[src/inc/sffc_defs.svh]
// Constants for the slot enable and FIFO format configuration block.
// Assumes a 32-bit APB register bus with one register per aligned word.
`ifndef SFFC_DEFS_SVH
`define SFFC_DEFS_SVH

// Register indexes; the byte address is four times the index.
`define SFFC_IDX_SLOT_CFG      8'h11
`define SFFC_IDX_AVG_CFG       8'h15
`define SFFC_ADDR_SLOT_CFG     12'h044
`define SFFC_ADDR_AVG_CFG      12'h054

// Slot configuration register fields.
`define SFFC_EN_A_BIT          0
`define SFFC_RSV1_BIT          1
`define SFFC_FMT_A_LSB         2
`define SFFC_FMT_A_MSB         4
`define SFFC_EN_B_BIT          5
`define SFFC_FMT_B_LSB         6
`define SFFC_FMT_B_MSB         8
`define SFFC_RSV_HI_LSB        9
`define SFFC_RSV_HI_MSB        11
`define SFFC_SLOT_CFG_RST      12'h000

// Averaging register fields.
`define SFFC_AVG_A_LSB         4
`define SFFC_AVG_A_MSB         6
`define SFFC_AVG_B_LSB         8
`define SFFC_AVG_B_MSB         10
`define SFFC_AVG_CFG_RST       16'h0000

// Format codes.
`define SFFC_FMT_NONE          3'h0
`define SFFC_FMT_SUM16         3'h1
`define SFFC_FMT_SUM32         3'h2
`define SFFC_FMT_CH16          3'h4
`define SFFC_FMT_CH32          3'h6

// Words of 16 bits emitted per sample for each format.
`define SFFC_WORDS_NONE        4'h0
`define SFFC_WORDS_SUM16       4'h1
`define SFFC_WORDS_SUM32       4'h2
`define SFFC_WORDS_CH16        4'h4
`define SFFC_WORDS_CH32        4'h8

`endif

[src/inc/sffc_pkg.sv]
// Types shared by the slot FIFO format configuration block and its bench.
// Assumes the constants of sffc_defs.svh for field layout.
package sffc_pkg;

	// One sample set from the time slot sequencer.
	typedef struct packed {
		logic             slot_b;
		logic [3:0][15:0] ch16;
		logic [3:0][31:0] ch32;
	} sffc_sample_t;

	// One 16-bit word towards the FIFO.
	typedef struct packed {
		logic        slot_b;
		logic        last;
		logic [15:0] data;
	} sffc_word_t;

	typedef enum logic [0:0] {
		SFFC_IDLE = 1'b0,
		SFFC_EMIT = 1'b1
	} sffc_state_t;

endpackage

[src/rtl/sffc_top.sv]
// Slot enable and FIFO format configuration with its formatting data path.
// Assumes an APB master on pclk and a sequencer and FIFO that handshake by valid and ready.
`timescale 1ns/1ns
`include "sffc_defs.svh"

// Behaviour
// - Slot B format: none, sum16, sum32
// - Slot B codes 4/6 give per-channel words
// - Slot B stored only if averaging matches or slot A format is none
// - Bit 5 enables slot B, reset zero
// - Slot A format: none, sum16, sum32
// - Slot A codes 4/6 give per-channel words
// - Bit 0 enables slot A, reset zero
module sffc_top #(
	parameter int ADDR_W = 12
) (
	// Clock and reset.
	input  wire logic                  pclk,
	input  wire logic                  presetn,
	// APB slave.
	input  wire logic                  psel,
	input  wire logic                  penable,
	input  wire logic                  pwrite,
	input  wire logic [ADDR_W-1:0]     paddr,
	input  wire logic [31:0]           pwdata,
	output logic      [31:0]           prdata,
	output logic                       pready,
	output logic                       pslverr,
	// Sample input from the sequencer.
	input  wire logic                  in_valid,
	input  wire sffc_pkg::sffc_sample_t in_sample,
	output logic                       in_ready,
	// Word output towards the FIFO.
	output logic                       out_valid,
	output sffc_pkg::sffc_word_t       out_word,
	input  wire logic                  out_ready,
	// Configuration seen by the rest of the device.
	output logic                       first_slot_enable,
	output logic                       second_slot_enable,
	output logic      [2:0]            first_slot_fifo_format,
	output logic      [2:0]            second_slot_fifo_format
);

	////////////////////////////////////////////////////////////////////////////
	// Register bus.

	logic [11:0] slot_cfg_q;
	logic [15:0] avg_cfg_q;
	logic [31:0] prdata_q;
	logic        pready_q;
	logic        pslverr_q;

	wire         hit_slot = (paddr == ADDR_W'(`SFFC_ADDR_SLOT_CFG));
	wire         hit_avg  = (paddr == ADDR_W'(`SFFC_ADDR_AVG_CFG));
	wire         mapped   = hit_slot | hit_avg;
	// The access phase is stretched by one cycle so that pready comes from a flop.
	wire         acc_go   = psel & penable & ~pready_q;
	wire         acc_done = psel & penable & pready_q;
	wire         wr_slot  = acc_done & pwrite & hit_slot;
	wire         wr_avg   = acc_done & pwrite & hit_avg;
	wire [31:0]  rd_mux   = hit_slot ? {20'h0_0000, slot_cfg_q} :
	                        hit_avg  ? {16'h0000, avg_cfg_q} : 32'h0000_0000;

	always_ff @(posedge pclk or negedge presetn) begin
		if (!presetn) begin
			pready_q  <= 1'b0;
			pslverr_q <= 1'b0;
			prdata_q  <= 32'h0000_0000;
		end else begin
			pready_q  <= acc_go;
			pslverr_q <= acc_go & ~mapped;
			prdata_q  <= (acc_go & ~pwrite) ? rd_mux : 32'h0000_0000;
		end
	end

	always_ff @(posedge pclk or negedge presetn) begin
		if (!presetn) begin
			slot_cfg_q <= `SFFC_SLOT_CFG_RST;
			avg_cfg_q  <= `SFFC_AVG_CFG_RST;
		end else begin
			if (wr_slot)
				slot_cfg_q <= pwdata[11:0];
			if (wr_avg)
				avg_cfg_q  <= pwdata[15:0];
		end
	end

	wire       en_a  = slot_cfg_q[`SFFC_EN_A_BIT];
	wire       en_b  = slot_cfg_q[`SFFC_EN_B_BIT];
	wire [2:0] fmt_a = slot_cfg_q[`SFFC_FMT_A_MSB:`SFFC_FMT_A_LSB];
	wire [2:0] fmt_b = slot_cfg_q[`SFFC_FMT_B_MSB:`SFFC_FMT_B_LSB];
	wire [2:0] avg_a = avg_cfg_q[`SFFC_AVG_A_MSB:`SFFC_AVG_A_LSB];
	wire [2:0] avg_b = avg_cfg_q[`SFFC_AVG_B_MSB:`SFFC_AVG_B_LSB];

	assign prdata  = prdata_q;
	assign pready  = pready_q;
	assign pslverr = pslverr_q;
	assign first_slot_enable       = slot_cfg_q[`SFFC_EN_A_BIT];
	assign second_slot_enable      = slot_cfg_q[`SFFC_EN_B_BIT];
	assign first_slot_fifo_format  = slot_cfg_q[`SFFC_FMT_A_MSB:`SFFC_FMT_A_LSB];
	assign second_slot_fifo_format = slot_cfg_q[`SFFC_FMT_B_MSB:`SFFC_FMT_B_LSB];

	////////////////////////////////////////////////////////////////////////////
	// Format decode and slot B gating.

	function automatic logic [3:0] words_for(input logic [2:0] fmt);
		case (fmt)
			`SFFC_FMT_SUM16: words_for = `SFFC_WORDS_SUM16;
			`SFFC_FMT_SUM32: words_for = `SFFC_WORDS_SUM32;
			`SFFC_FMT_CH16:  words_for = `SFFC_WORDS_CH16;
			`SFFC_FMT_CH32:  words_for = `SFFC_WORDS_CH32;
			default:         words_for = `SFFC_WORDS_NONE;
		endcase
	endfunction

	// Slot B data shares FIFO frames with slot A, so it is kept only when both average alike or slot A format is none.
	wire       b_allowed = (avg_a == avg_b) | (fmt_a == `SFFC_FMT_NONE);
	wire       is_b      = in_sample.slot_b;
	wire       slot_on   = is_b ? (en_b & b_allowed) : en_a;
	wire [2:0] sel_fmt   = is_b ? fmt_b : fmt_a;
	wire [3:0] sel_words = slot_on ? words_for(sel_fmt) : `SFFC_WORDS_NONE;

	////////////////////////////////////////////////////////////////////////////
	// Word sequencer.

	sffc_pkg::sffc_state_t  state_q;
	sffc_pkg::sffc_sample_t smp_q;
	logic [2:0]             fmt_q;
	logic [3:0]             nwords_q;
	logic [3:0]             idx_q;
	logic                   in_ready_q;
	logic                   buf_ready_q;
	logic [15:0]            sum16;
	logic [31:0]            sum32;
	logic [15:0]            word_data;

	wire take  = in_valid & in_ready_q;
	wire emit  = (state_q == sffc_pkg::SFFC_EMIT);
	wire push  = emit & buf_ready_q;
	wire last  = (idx_q == nwords_q - 4'h1);

	// Sums wrap at their own width; the channels are summed as delivered.
	assign sum16 = smp_q.ch16[0] + smp_q.ch16[1] + smp_q.ch16[2] + smp_q.ch16[3];
	assign sum32 = smp_q.ch32[0] + smp_q.ch32[1] + smp_q.ch32[2] + smp_q.ch32[3];

	// Values of 32 bits go out upper half first.
	always_comb begin
		case (fmt_q)
			`SFFC_FMT_SUM16: word_data = sum16;
			`SFFC_FMT_SUM32: word_data = idx_q[0] ? sum32[15:0] : sum32[31:16];
			`SFFC_FMT_CH16:  word_data = smp_q.ch16[idx_q[1:0]];
			`SFFC_FMT_CH32:  word_data = idx_q[0] ? smp_q.ch32[idx_q[2:1]][15:0] :
			                                        smp_q.ch32[idx_q[2:1]][31:16];
			default:         word_data = 16'h0000;
		endcase
	end

	wire sffc_pkg::sffc_word_t push_word = '{slot_b: smp_q.slot_b, last: last, data: word_data};

	always_ff @(posedge pclk or negedge presetn) begin
		if (!presetn) begin
			state_q    <= sffc_pkg::SFFC_IDLE;
			in_ready_q <= 1'b0;
			smp_q      <= '0;
			fmt_q      <= `SFFC_FMT_NONE;
			nwords_q   <= `SFFC_WORDS_NONE;
			idx_q      <= 4'h0;
		end else begin
			case (state_q)
				sffc_pkg::SFFC_IDLE: begin
					in_ready_q <= 1'b1;
					if (take) begin
						smp_q    <= in_sample;
						fmt_q    <= sel_fmt;
						nwords_q <= sel_words;
						idx_q    <= 4'h0;
						if (sel_words != `SFFC_WORDS_NONE) begin
							state_q    <= sffc_pkg::SFFC_EMIT;
							in_ready_q <= 1'b0;
						end
					end
				end
				sffc_pkg::SFFC_EMIT: begin
					if (push) begin
						idx_q <= idx_q + 4'h1;
						if (last) begin
							state_q    <= sffc_pkg::SFFC_IDLE;
							in_ready_q <= 1'b1;
						end
					end
				end
				default: begin
					state_q    <= sffc_pkg::SFFC_IDLE;
					in_ready_q <= 1'b0;
				end
			endcase
		end
	end

	assign in_ready = in_ready_q;

	////////////////////////////////////////////////////////////////////////////
	// Two-entry buffer: an output stage and a skid stage, so a stall loses no word.

	logic                 out_v_q;
	logic                 skid_v_q;
	sffc_pkg::sffc_word_t out_q;
	sffc_pkg::sffc_word_t skid_q;

	wire pop      = out_v_q & out_ready;
	wire out_free = ~out_v_q | pop;

	always_ff @(posedge pclk or negedge presetn) begin
		if (!presetn) begin
			out_v_q     <= 1'b0;
			skid_v_q    <= 1'b0;
			out_q       <= '0;
			skid_q      <= '0;
			buf_ready_q <= 1'b0;
		end else begin
			if (out_free) begin
				out_v_q  <= skid_v_q | push;
				out_q    <= skid_v_q ? skid_q : push_word;
				skid_v_q <= 1'b0;
			end else if (push) begin
				skid_v_q <= 1'b1;
				skid_q   <= push_word;
			end
			// Ready drops as soon as the skid stage is about to fill.
			buf_ready_q <= ~((skid_v_q & ~out_free) | (~out_free & push));
		end
	end

	assign out_valid = out_v_q;
	assign out_word  = out_q;

endmodule // sffc_top

[config.mk]
export PLATFORM = sky130hd
export DESIGN_NAME = sffc_top
export DESIGN_NICKNAME = d
export VERILOG_FILES = /design/src/inc/sffc_pkg.sv /design/src/rtl/sffc_top.sv
export VERILOG_INCLUDE_DIRS = /design/src /design/src/inc
export SDC_FILE = /design/constraint.sdc
export NUM_CORES = 1
export LEC_CHECK = 0
export BUFFER_PORTS_ARGS = -buffer_cell sky130_fd_sc_hd__buf_2
export CORE_MARGIN = 5
export CORE_UTILIZATION = 35
export DETAILED_ROUTE_END_ITERATION = 16
export PLACE_DENSITY = 0.53
export SETUP_SLACK_MARGIN = 0.15
export SYNTH_ARGS = -nofsm -noshare
export SYNTH_HDL_FRONTEND = slang
export SYNTH_SLANG_ARGS = --single-unit
[constraint.sdc]
create_clock -name pclk -period 10.7 [get_ports pclk]
set_clock_uncertainty 0.15 [all_clocks]
set_input_delay 0.535 -clock pclk [delete_from_list [all_inputs] [get_ports pclk]]
set_output_delay 0.535 -clock pclk [all_outputs]
set_load 0.005 [all_outputs]
# ---- Yosys cells after proc, flatten, opt, wreduce, memory -nomap -nowiden
# Index checks and enable logic that the tools add are counted.
dict set report word_totals {
  input_bits 244
  output_inout_bits 62
  reg_bits 291
  word_cells 116
}
dict set report op_classes {
  eq_ne 15
  n_reduce_logical 7
  addsub 8
  magnitude_cmp 2
  bitwise 26
  n_mux 30
}
# cell n
set ops {}
lappend ops {{$add A32 B32 Y32} 3}
lappend ops {{$mux W16} 6}
lappend ops {{$bmux W32 S2} 1}
lappend ops {{$pmux W16 S4} 1}
lappend ops {{$add A16 B16 Y16} 3}
lappend ops {{$bmux W16 S2} 1}
lappend ops {{$mux W32} 1}
lappend ops {{$eq A12 B7 Y1 const B} 2}
lappend ops {{$mux W18} 1}
lappend ops {{$pmux W4 S4} 1}
lappend ops {{$and A1 B1 Y1} 14}
lappend ops {{$eq A3 B3 Y1 const B} 4}
lappend ops {{$mux W4} 3}
lappend ops {{$mux W1} 11}
lappend ops {{$pmux W4 S2} 1}
lappend ops {{$reduce_and A2 Y1} 4}
lappend ops {{$not A1 Y1} 7}
lappend ops {{$eq A3 B1 Y1 const B} 2}
lappend ops {{$eq A3 B2 Y1 const B} 2}
lappend ops {{$lt A2 B3 Y1 const B} 2}
lappend ops {{$or A1 B1 Y1} 5}
lappend ops {{$add A4 B1 Y4 const B} 1}
lappend ops {{$eq A4 B4 Y1} 1}
lappend ops {{$ne A2 B1 Y1 const B} 2}
lappend ops {{other kinds (8)} 9}

# ---- Longest topological paths before layout
# Gate-level depths: netlist (run 1).
dict set report depth {
  depth_word 9
  mapped_depth 15
  ltp_nobuf 15
}

# ---- Worst setup path after synthesis (run 1)
# No wires, ideal clock.
dict set report synth_timing {
  kind {reg2reg}
  start {register smp_q[48] (netlist name)}
  end {register out_q (netlist bit out_word[11])}
  setup_time_ps 145
  n_path_buf 1
  path_slack_ps 7088
  stages_incl_launch_ff 15
  required_time_ps 10405
  period_less_slack_ps 3612
  arrival_time_ps 3317
  cell_sequence {dfrtp_1 > inv_1 > fa_1 > fa_1 > inv_1 > ha_1 > buf_6 > a21o_1 > o21bai_4 > a2111oi_4 > o21ai_2 > and3b_4 > or3_1 > a31oi_1 > a21oi_1}
}
dict set report synth_via {
  elab_chain_len 6
}
# element line
set synth_lines {}
lappend synth_lines {{start, declared} sffc_top.sv:127} ;# sffc_pkg::sffc_sample_t smp_q;
lappend synth_lines {{start signal, assigned} sffc_top.sv:173} ;# smp_q <= in_sample;
lappend synth_lines {{$add A32 B32 Y32 (3 in a row)} sffc_top.sv:144} ;# assign sum32 = smp_q.ch32[0] + smp_q.ch32[1] + smp_q.ch32[2] + smp_q.ch32[3];
lappend synth_lines {{$mux W16} sffc_top.sv:150} ;# `SFFC_FMT_SUM32: word_data = idx_q[0] ? sum32[15:0] : sum32[31:16];
lappend synth_lines {{$pmux W16 S4} sffc_top.sv:148} ;# case (fmt_q)
lappend synth_lines {{$mux W18} sffc_top.sv:223} ;# out_q <= skid_v_q ? skid_q : push_word;
lappend synth_lines {{end signal, assigned} sffc_top.sv:223}
lappend synth_lines {{end, declared} sffc_top.sv:207} ;# sffc_pkg::sffc_word_t out_q;
# No other way between the ends.
# A chain may end at the register's enable or synchronous reset.

# ---- Worst setup path in the final report (run 1)
dict set report layout_timing {
  start {register smp_q[1] (netlist name)}
  end {register out_q (netlist bit out_word[1])}
}
dict set report layout_via {
  elab_chain_len 6
  elab_cells_between_ends 9
  classes_between {add/sub (3); mux (6)}
}
# element line
set layout_lines {}
lappend layout_lines {{$add A32 B32 Y32 (3 in a row)} sffc_top.sv:144}
lappend layout_lines {{$mux W16} sffc_top.sv:150}
lappend layout_lines {{$pmux W16 S4 *} sffc_top.sv:148}
lappend layout_lines {{$mux W18 *} sffc_top.sv:223}
# Every way passes the cells marked *; elsewhere a longest branch is shown, timed or not. The select of a mux whose other input is x is not followed.

==> results_dict.tcl, run 1 <==
set metrics [dict create \
    status "finished, final reports clean" \
    first_pass_iters 6 \
    yosysTopAreaCell "dfrtp_1" \
    cts_setup_buffers 0 \
    grt_pass1_wl_mm 86.4 \
    final-max-slew-violation-count 0 \
    grt_max_degree 125 \
    synth-main-ff-cell "dfrtp_1" \
    ys_ff_latch 291 \
    layout_setup_ws_ns 6.08 \
    grt_pass1_vias 14900 \
    ant_nets 0 \
    nets 2505 \
    power_leakage_nw 10.4 \
    fmax_mhz 217 \
    vias_per_cell 5.03 \
    wl_mm 55.5 \
    grtUsageTotal_pct 19.4 \
    synth.most_common_cell "nand2_1" \
    place.gp.congestion 0.956 \
    hpwl_mm 42.6 \
    clk_pin_slew_ns 0.06 \
    antenna_found_initial 2 \
    hold_path.class "input port to register" \
    arrival_ns 4.85 \
    cts_max_level 2 \
    cts_tree "yes" \
    clock_sinks 291 \
    r2r_start "smp_q[1]" \
    port_buffers 273 \
    drc 0 \
    yosys-top-cells-area "dfrtp_1 (40%), fa_1 (10%), nand2_1 (7.8%), mux4_2 (5.9%), o21ai_0 (5.7%)" \
    n_antenna_cell 0 \
    crit_start "smp_q[1]" \
    syn2layout_area_growth_pct 17.3 \
    reg2reg_slack_ns 6.08 \
    clk_latency_ns 0.55 \
    crit_path_max_fanout 4 \
    io_pins 306 \
    grt_setup_unrepaired "no" \
    startpoint_type "register" \
    p_total_mw 6.11 \
    avgSynthCellArea_sq_um 9.59 \
    row_count 83 \
    worstMarginPinSlew_ns 1.06 \
    synth_edf_count 0 \
    drv_cap 0 \
    power_density_nw_per_um2 286 \
    synth_cells 1897 \
    synthDistinctLibCells 79 \
    finalHoldViolations 0 \
    hold_start "in_sample[168]" \
    drt_iter0_markers 1018 \
    die_h_microns 238 \
    ys_warn_count 0 \
    cts_made_buffers 35 \
    fin_setup_tns_ns 0 \
    nFillCells 5145 \
    async_flop_share_pct 100 \
    die_x_microns 238 \
    syn_area_sq_um 18200 \
    endpoint_kind "register" \
    synth_commonest_cells "nand2_1 (377), dfrtp_1 (291), inv_1 (239), o21ai_0 (208), fa_1 (92)" \
    place_ws_ns 6.20 \
    crit_required_ns 10.93 \
    fp.coreArea_sq_um 51400 \
    cts_buffer_depth 3 \
    overflow 0 \
    fin_crit_ns 4.62 \
    vias 14200 \
    relSlewSlack_pct 29.5 \
    wire_per_inst_microns 19.6 \
    die-area_sq_um 56600 \
    setup_viol 0 \
    synth_top_area_share_pct 40.0 \
    fin_crit_sh_pct 43.2 \
    ctsHoldBuffers 2 \
    path_class "register to register" \
    initial_core_util_pct 35.4 \
    ctsResizeCount 0 \
    ir_drop_v 0.000145 \
    root_buffer "clkbuf_16" \
    yosysSeqAreaShare_pct 40.0 \
    layout-drive-gt1-share_pct 20.9 \
]
==> routing by layer <==
metal,vias to the layer above,GRT usage [%],part of all wire [%]
li1,6718,-,-
met2,364,31.2,47
met1,7050,26.8,45
met5,-,0,0.013
met3,82,3.62,5.4
met4,2,6.52,3.1
==> path summary, 6_finish.rpt <==
path | to | depth (start not counted)
max | out_word[1] | 15
min | smp_q[168] | 3
max reg2reg | out_word[1] | 15
min reg2reg | skid_q[8] | 2
max in group asynchronous | idx_q[1] | 4
min in group asynchronous | smp_q[89] | 2
==> report_power, final <==
| group | total (mW) | internal, mW | switching, mW |
|---|---|---|---|
| logic | 3.42 | 1.33 | 2.09 |
| registers | 1.37 | 1.26 | 0.115 |
| clock network | 1.32 | 0.834 | 0.490 |
==> cell usage in the layout, fill, tap and decap left out, types with 7 or more instances in the layout <==
cell | synthesis | routed
dfrtp_1 | 291 | 289
o22ai_1 | 10 | 10
a221oi_1 | 7 | 7
conb_1 | 1 | 16
nand3_1 | 16 | 16
buf_4 | 28 | 14
a21o_1 | 20 | 20
o21ai_0 | 208 | 208
mux2i_1 | 41 | 41
fa_1 | 92 | 92
clkbuf_16 | 0 | 36
xor2_1 | 17 | 17
xnor2_1 | 26 | 26
clkbuf_8 | 0 | 10
nand2b_1 | 9 | 9
nor2_1 | 66 | 65
a21oi_1 | 57 | 57
mux4_2 | 48 | 48
nand2_1 | 377 | 377
buf_2 | 12 | 272
ha_1 | 48 | 48
a31oi_1 | 9 | 9
or3_1 | 16 | 16
inv_1 | 239 | 239
mux2_2 | 29 | 29
a211oi_1 | 8 | 8
nor3_1 | 15 | 15
o21a_1 | 11 | 11
and3_1 | 13 | 13
==> registers in the layout (all words and copies together), names as in the netlist <==
register / flops
smp_q: 192
out_word: 18
skid_q: 18
avg_cfg_q: 16
prdata: 16
slot_cfg_q: 12
idx_q: 4
nwords_q: 4
fmt_q: 3
buf_ready_q: 1
emit: 1
in_ready: 1
out_valid: 1
pready: 1
pslverr: 1
push_word: 1
skid_v_q: 1
==> cell families after synthesis <==
| group | Yosys count | share of synthesized area (%) |
|---|---|---|
| simple gates | 554 | 13.0 |
| flops | 291 | 40.0 |
| buf+inv | 356 | 8.09 |
| compound gates | 393 | 13.3 |
| mux | 118 | 10.0 |
| fa+ha+maj | 140 | 13.4 |
| xor+xnor | 44 | 2.19 |
| other cells | 1 | 0.0206 |
==> critical path, stage by stage (launching register included) <==
cell and delay (ns):
dfrtp_1 0.34, inv_1 0.07, fa_1 0.55, fa_1 0.42
inv_1 0.07, ha_1 0.17, inv_1 0.07, fa_1 0.52
nor2b_1 0.25, o2111ai_1 0.22, and3_1 0.25, o21ai_0 0.42
xnor2_1 0.23, o221ai_1 0.30, mux2i_1 0.32, a21oi_1 0.10
==> cell type report <==
type	count	area (sq um)	area share, %
sequential	291	7280	34.1
clock buffer	51	1060	4.96
timing repair buffer	289	1500	7.04
tap	680	851	3.99
clock inverter	13	235	1.10
inverter	239	897	4.20
multi-input combinational	1265	9510	44.6
==> per-stage QoR <==
step / instance area, sq um / util [%] / hold WS [ns] / std cells
after floorplan: 18200 / - / 0.0894 / 1912
after global placement: 20000 / 39.0 / 0.293 / 2762
final: 21300 / 41.5 / 0.0297 / 2828
after CTS: 21300 / 41.5 / 0.00194 / 2828
after global routing: 21300 / 41.5 / 0.0232 / 2828
after detailed placement: 20000 / 39.0 / 0.305 / 2762
(Power assumes the default switching activity.)
==> run 2, diff against run 1 <==
ABC_AREA = 1   (was unset)
clock period = 4.4 ns   (was 10.7 ns; I/O delays follow)
==> results_dict.tcl, run 2 <==
set metrics [dict create \
    status "finished, final reports clean" \
    fmax_mhz 264 \
    clock_sinks 291 \
    largest-register "smp_q" \
    io_pins 306 \
    ys_warn_count 0 \
    cts_buffer_depth 3 \
    nFillCells 5346 \
    cts_max_level 2 \
    most-common-layout-cells "nand2_1 (726), inv_1 (431), dfrtp_1 (289)" \
    avgSynthCellArea_sq_um 7.52 \
    die_x_microns 242 \
    clk_latency_ns 0.57 \
    path_buf_inv 4 \
    cts_setup_buffers 0 \
    root_buffer "clkbuf_16" \
    setup_viol 0 \
    hold_start "paddr[4]" \
    ant_nets 0 \
    synth-main-ff-cell "dfrtp_1" \
    grt_pass1_wl_mm 103 \
    grt_pass1_vias 18500 \
    crit_required_ns 4.68 \
    initial_core_util_pct 35.1 \
    path_class "register to register" \
    final_common_cell "nand2_1" \
    crit_top_cell "nand2_1" \
    synth.most_common_cell "nand2_1" \
    syn2layout_area_growth_pct 29.0 \
    yosysSeqAreaShare_pct 38.8 \
    first_pass_iters 5 \
    vias 17600 \
    relSlewSlack_pct 25.1 \
    row_count 85 \
    synth_top_area_share_pct 38.8 \
    drt_iter0_markers 1196 \
    antenna_found_initial 9 \
    arrival_ns 4.07 \
    fin_crit_ns 3.79 \
    vias_per_cell 4.80 \
    cts_tree "yes" \
    finalHoldViolations 0 \
    register_area_sq_um 7280 \
    async_flop_share_pct 100 \
    grtUsageTotal_pct 21.9 \
    critical-path-max-stage-delay_ns 0.45 \
    r2r_start "smp_q[128]" \
    die-area_sq_um 58400 \
    crit_family "adder cells" \
    synth_cells 2496 \
    synth_edf_count 0 \
    utilization_pct 45.3 \
    yosys-top-cells-area "dfrtp_1 (39%), nand2_1 (15%), fa_1 (9.8%), inv_1 (8.6%), o21ai_0 (7.5%)" \
    hpwl_mm 46.8 \
    place_inst 3383 \
    synthDistinctLibCells 45 \
    synth_commonest_cells "nand2_1 (726), inv_1 (431), dfrtp_1 (291), o21ai_0 (281), nand3_1 (139)" \
    ctsHoldBuffers 218 \
    ctsResizeCount 0 \
    path_cells "fa_1 > inv_1 > fa_1 > inv_1 > ha_1 > inv_1 > fa_1 > inv_1 > nand3_1 > nand2_1 > nand2_1 > nand2_1 > a21oi_1 > or2_2 > nand3_1 > nand4_1 > nand2_1 > nand2_1" \
    wl_mm 64.3 \
    multi_input_area_sq_um 9350 \
    drc 0 \
    layout-drive-gt1-share_pct 12.8 \
    grt_max_degree 258 \
    hold_path.class "input port to register" \
    grt_setup_unrepaired "no" \
    final-max-slew-violation-count 0 \
    place.gp.congestion 0.921 \
    cts_made_buffers 38 \
    largest_reg_flops 192 \
    clk_pin_slew_ns 0.06 \
    fin_crit_sh_pct 86.1 \
    critical_path.slowest_cell "fa_1" \
    startpoint_type "register" \
    endpoint_kind "register" \
    syn_area_sq_um 18800 \
    port_buffers 273 \
    nets 3329 \
    crit_start "smp_q[128]" \
    ys_ff_latch 291 \
    overflow 0 \
    fin_setup_tns_ns 0 \
    finalNonFillerCells 3672 \
    yosysTopAreaCell "dfrtp_1" \
    wire_per_inst_microns 17.5 \
    fp.coreArea_sq_um 53500 \
    die_h_microns 242 \
    crit_path_max_fanout 4 \
    drv_cap 0 \
    worstMarginPinSlew_ns 1.12 \
]
==> run 2: cell count changes after synthesis, moves of 48 or more <==
| cell | delta |
|---|---|
| o21ai_0 | +73 |
| inv_1 | +192 |
| nand2_1 | +349 |
| mux4_2 | -48 |
| nand3_1 | +123 |
| a21oi_1 | +64 |
==> run 2: final cells by class <==
cell class / instances / share of cell area, %
clock inverters: 14 / 0.754
inverters: 436 / 6.76
clock buffers: 53 / 4.58
well taps: 696 / 3.60
multi-input cells: 1663 / 38.6
flip-flops and latches: 291 / 30.1
repair buffers: 515 / 15.6
diodes: 4 / 0.0413
==> run 2: worst paths after layout <==
| path | to | slack (ns) | depth (start not counted) |
|---|---|---|---|
| worst max-delay path | out_word[9] | 0.61 | 18 |
| worst min-delay path | prdata[12] | 0.03 | 5 |
| worst max register to register | out_word[9] | 0.61 | 18 |
| worst min register to register | out_word[14] | 0.32 | 2 |
| max in group asynchronous | smp_q[164] | 2.88 | 3 |
| min in group asynchronous | smp_q[6] | 0.16 | 2 |
==> run 2: cells by family (layout without fill, tap and decap cells) <==
| family | Yosys count | count (layout) | share of synthesized area, % |
|---|---|---|---|
| compound gates | 470 | 470 | 13.4 |
| xor+xnor | 17 | 17 | 0.793 |
| fa+ha+maj | 140 | 140 | 13.0 |
| buf+inv | 557 | 1018 | 11.8 |
| flops | 291 | 291 | 38.8 |
| mux | 6 | 6 | 0.426 |
| other cells | 1 | 20 | 0.0200 |
| simple gates | 1014 | 1014 | 21.8 |
==> run 2: stage by stage <==
step                      cell area, sq um  hold WS [ns]  setup slack [ns]
after global placement               20700         0.210             0.662
after CTS                            24200       0.00567             0.604
after global routing                 24200        0.0555             0.267
after detailed placement             20700         0.219             0.642
after floorplan                      18800        -0.226              1.14
final                                24200        0.0303             0.610
==> run 2: worst register-to-register path, stage by stage (launching register included) <==
cell and delay [ns]:
dfrtp_1 0.42, fa_1 0.45, inv_1 0.13, fa_1 0.44, inv_1 0.07, ha_1 0.20
inv_1 0.08, fa_1 0.41, inv_1 0.12, nand3_1 0.08, nand2_1 0.13, nand2_1 0.06
nand2_1 0.10, a21oi_1 0.09, or2_2 0.27, nand3_1 0.14, nand4_1 0.13, nand2_1 0.12
nand2_1 0.06
==> run 2: per-layer routing <==
metal,vias up,track usage (%),part of all wire [%]
li1,8690,-,-
met1,8360,29.3,45
met2,451,36.7,47
met3,106,3.67,4.8
met4,10,7.08,3.2
met5,-,0,0.095
Power of run 2 is not shown: default switching activity piles up to over one toggle a cycle in this logic, so the estimate is an artifact.
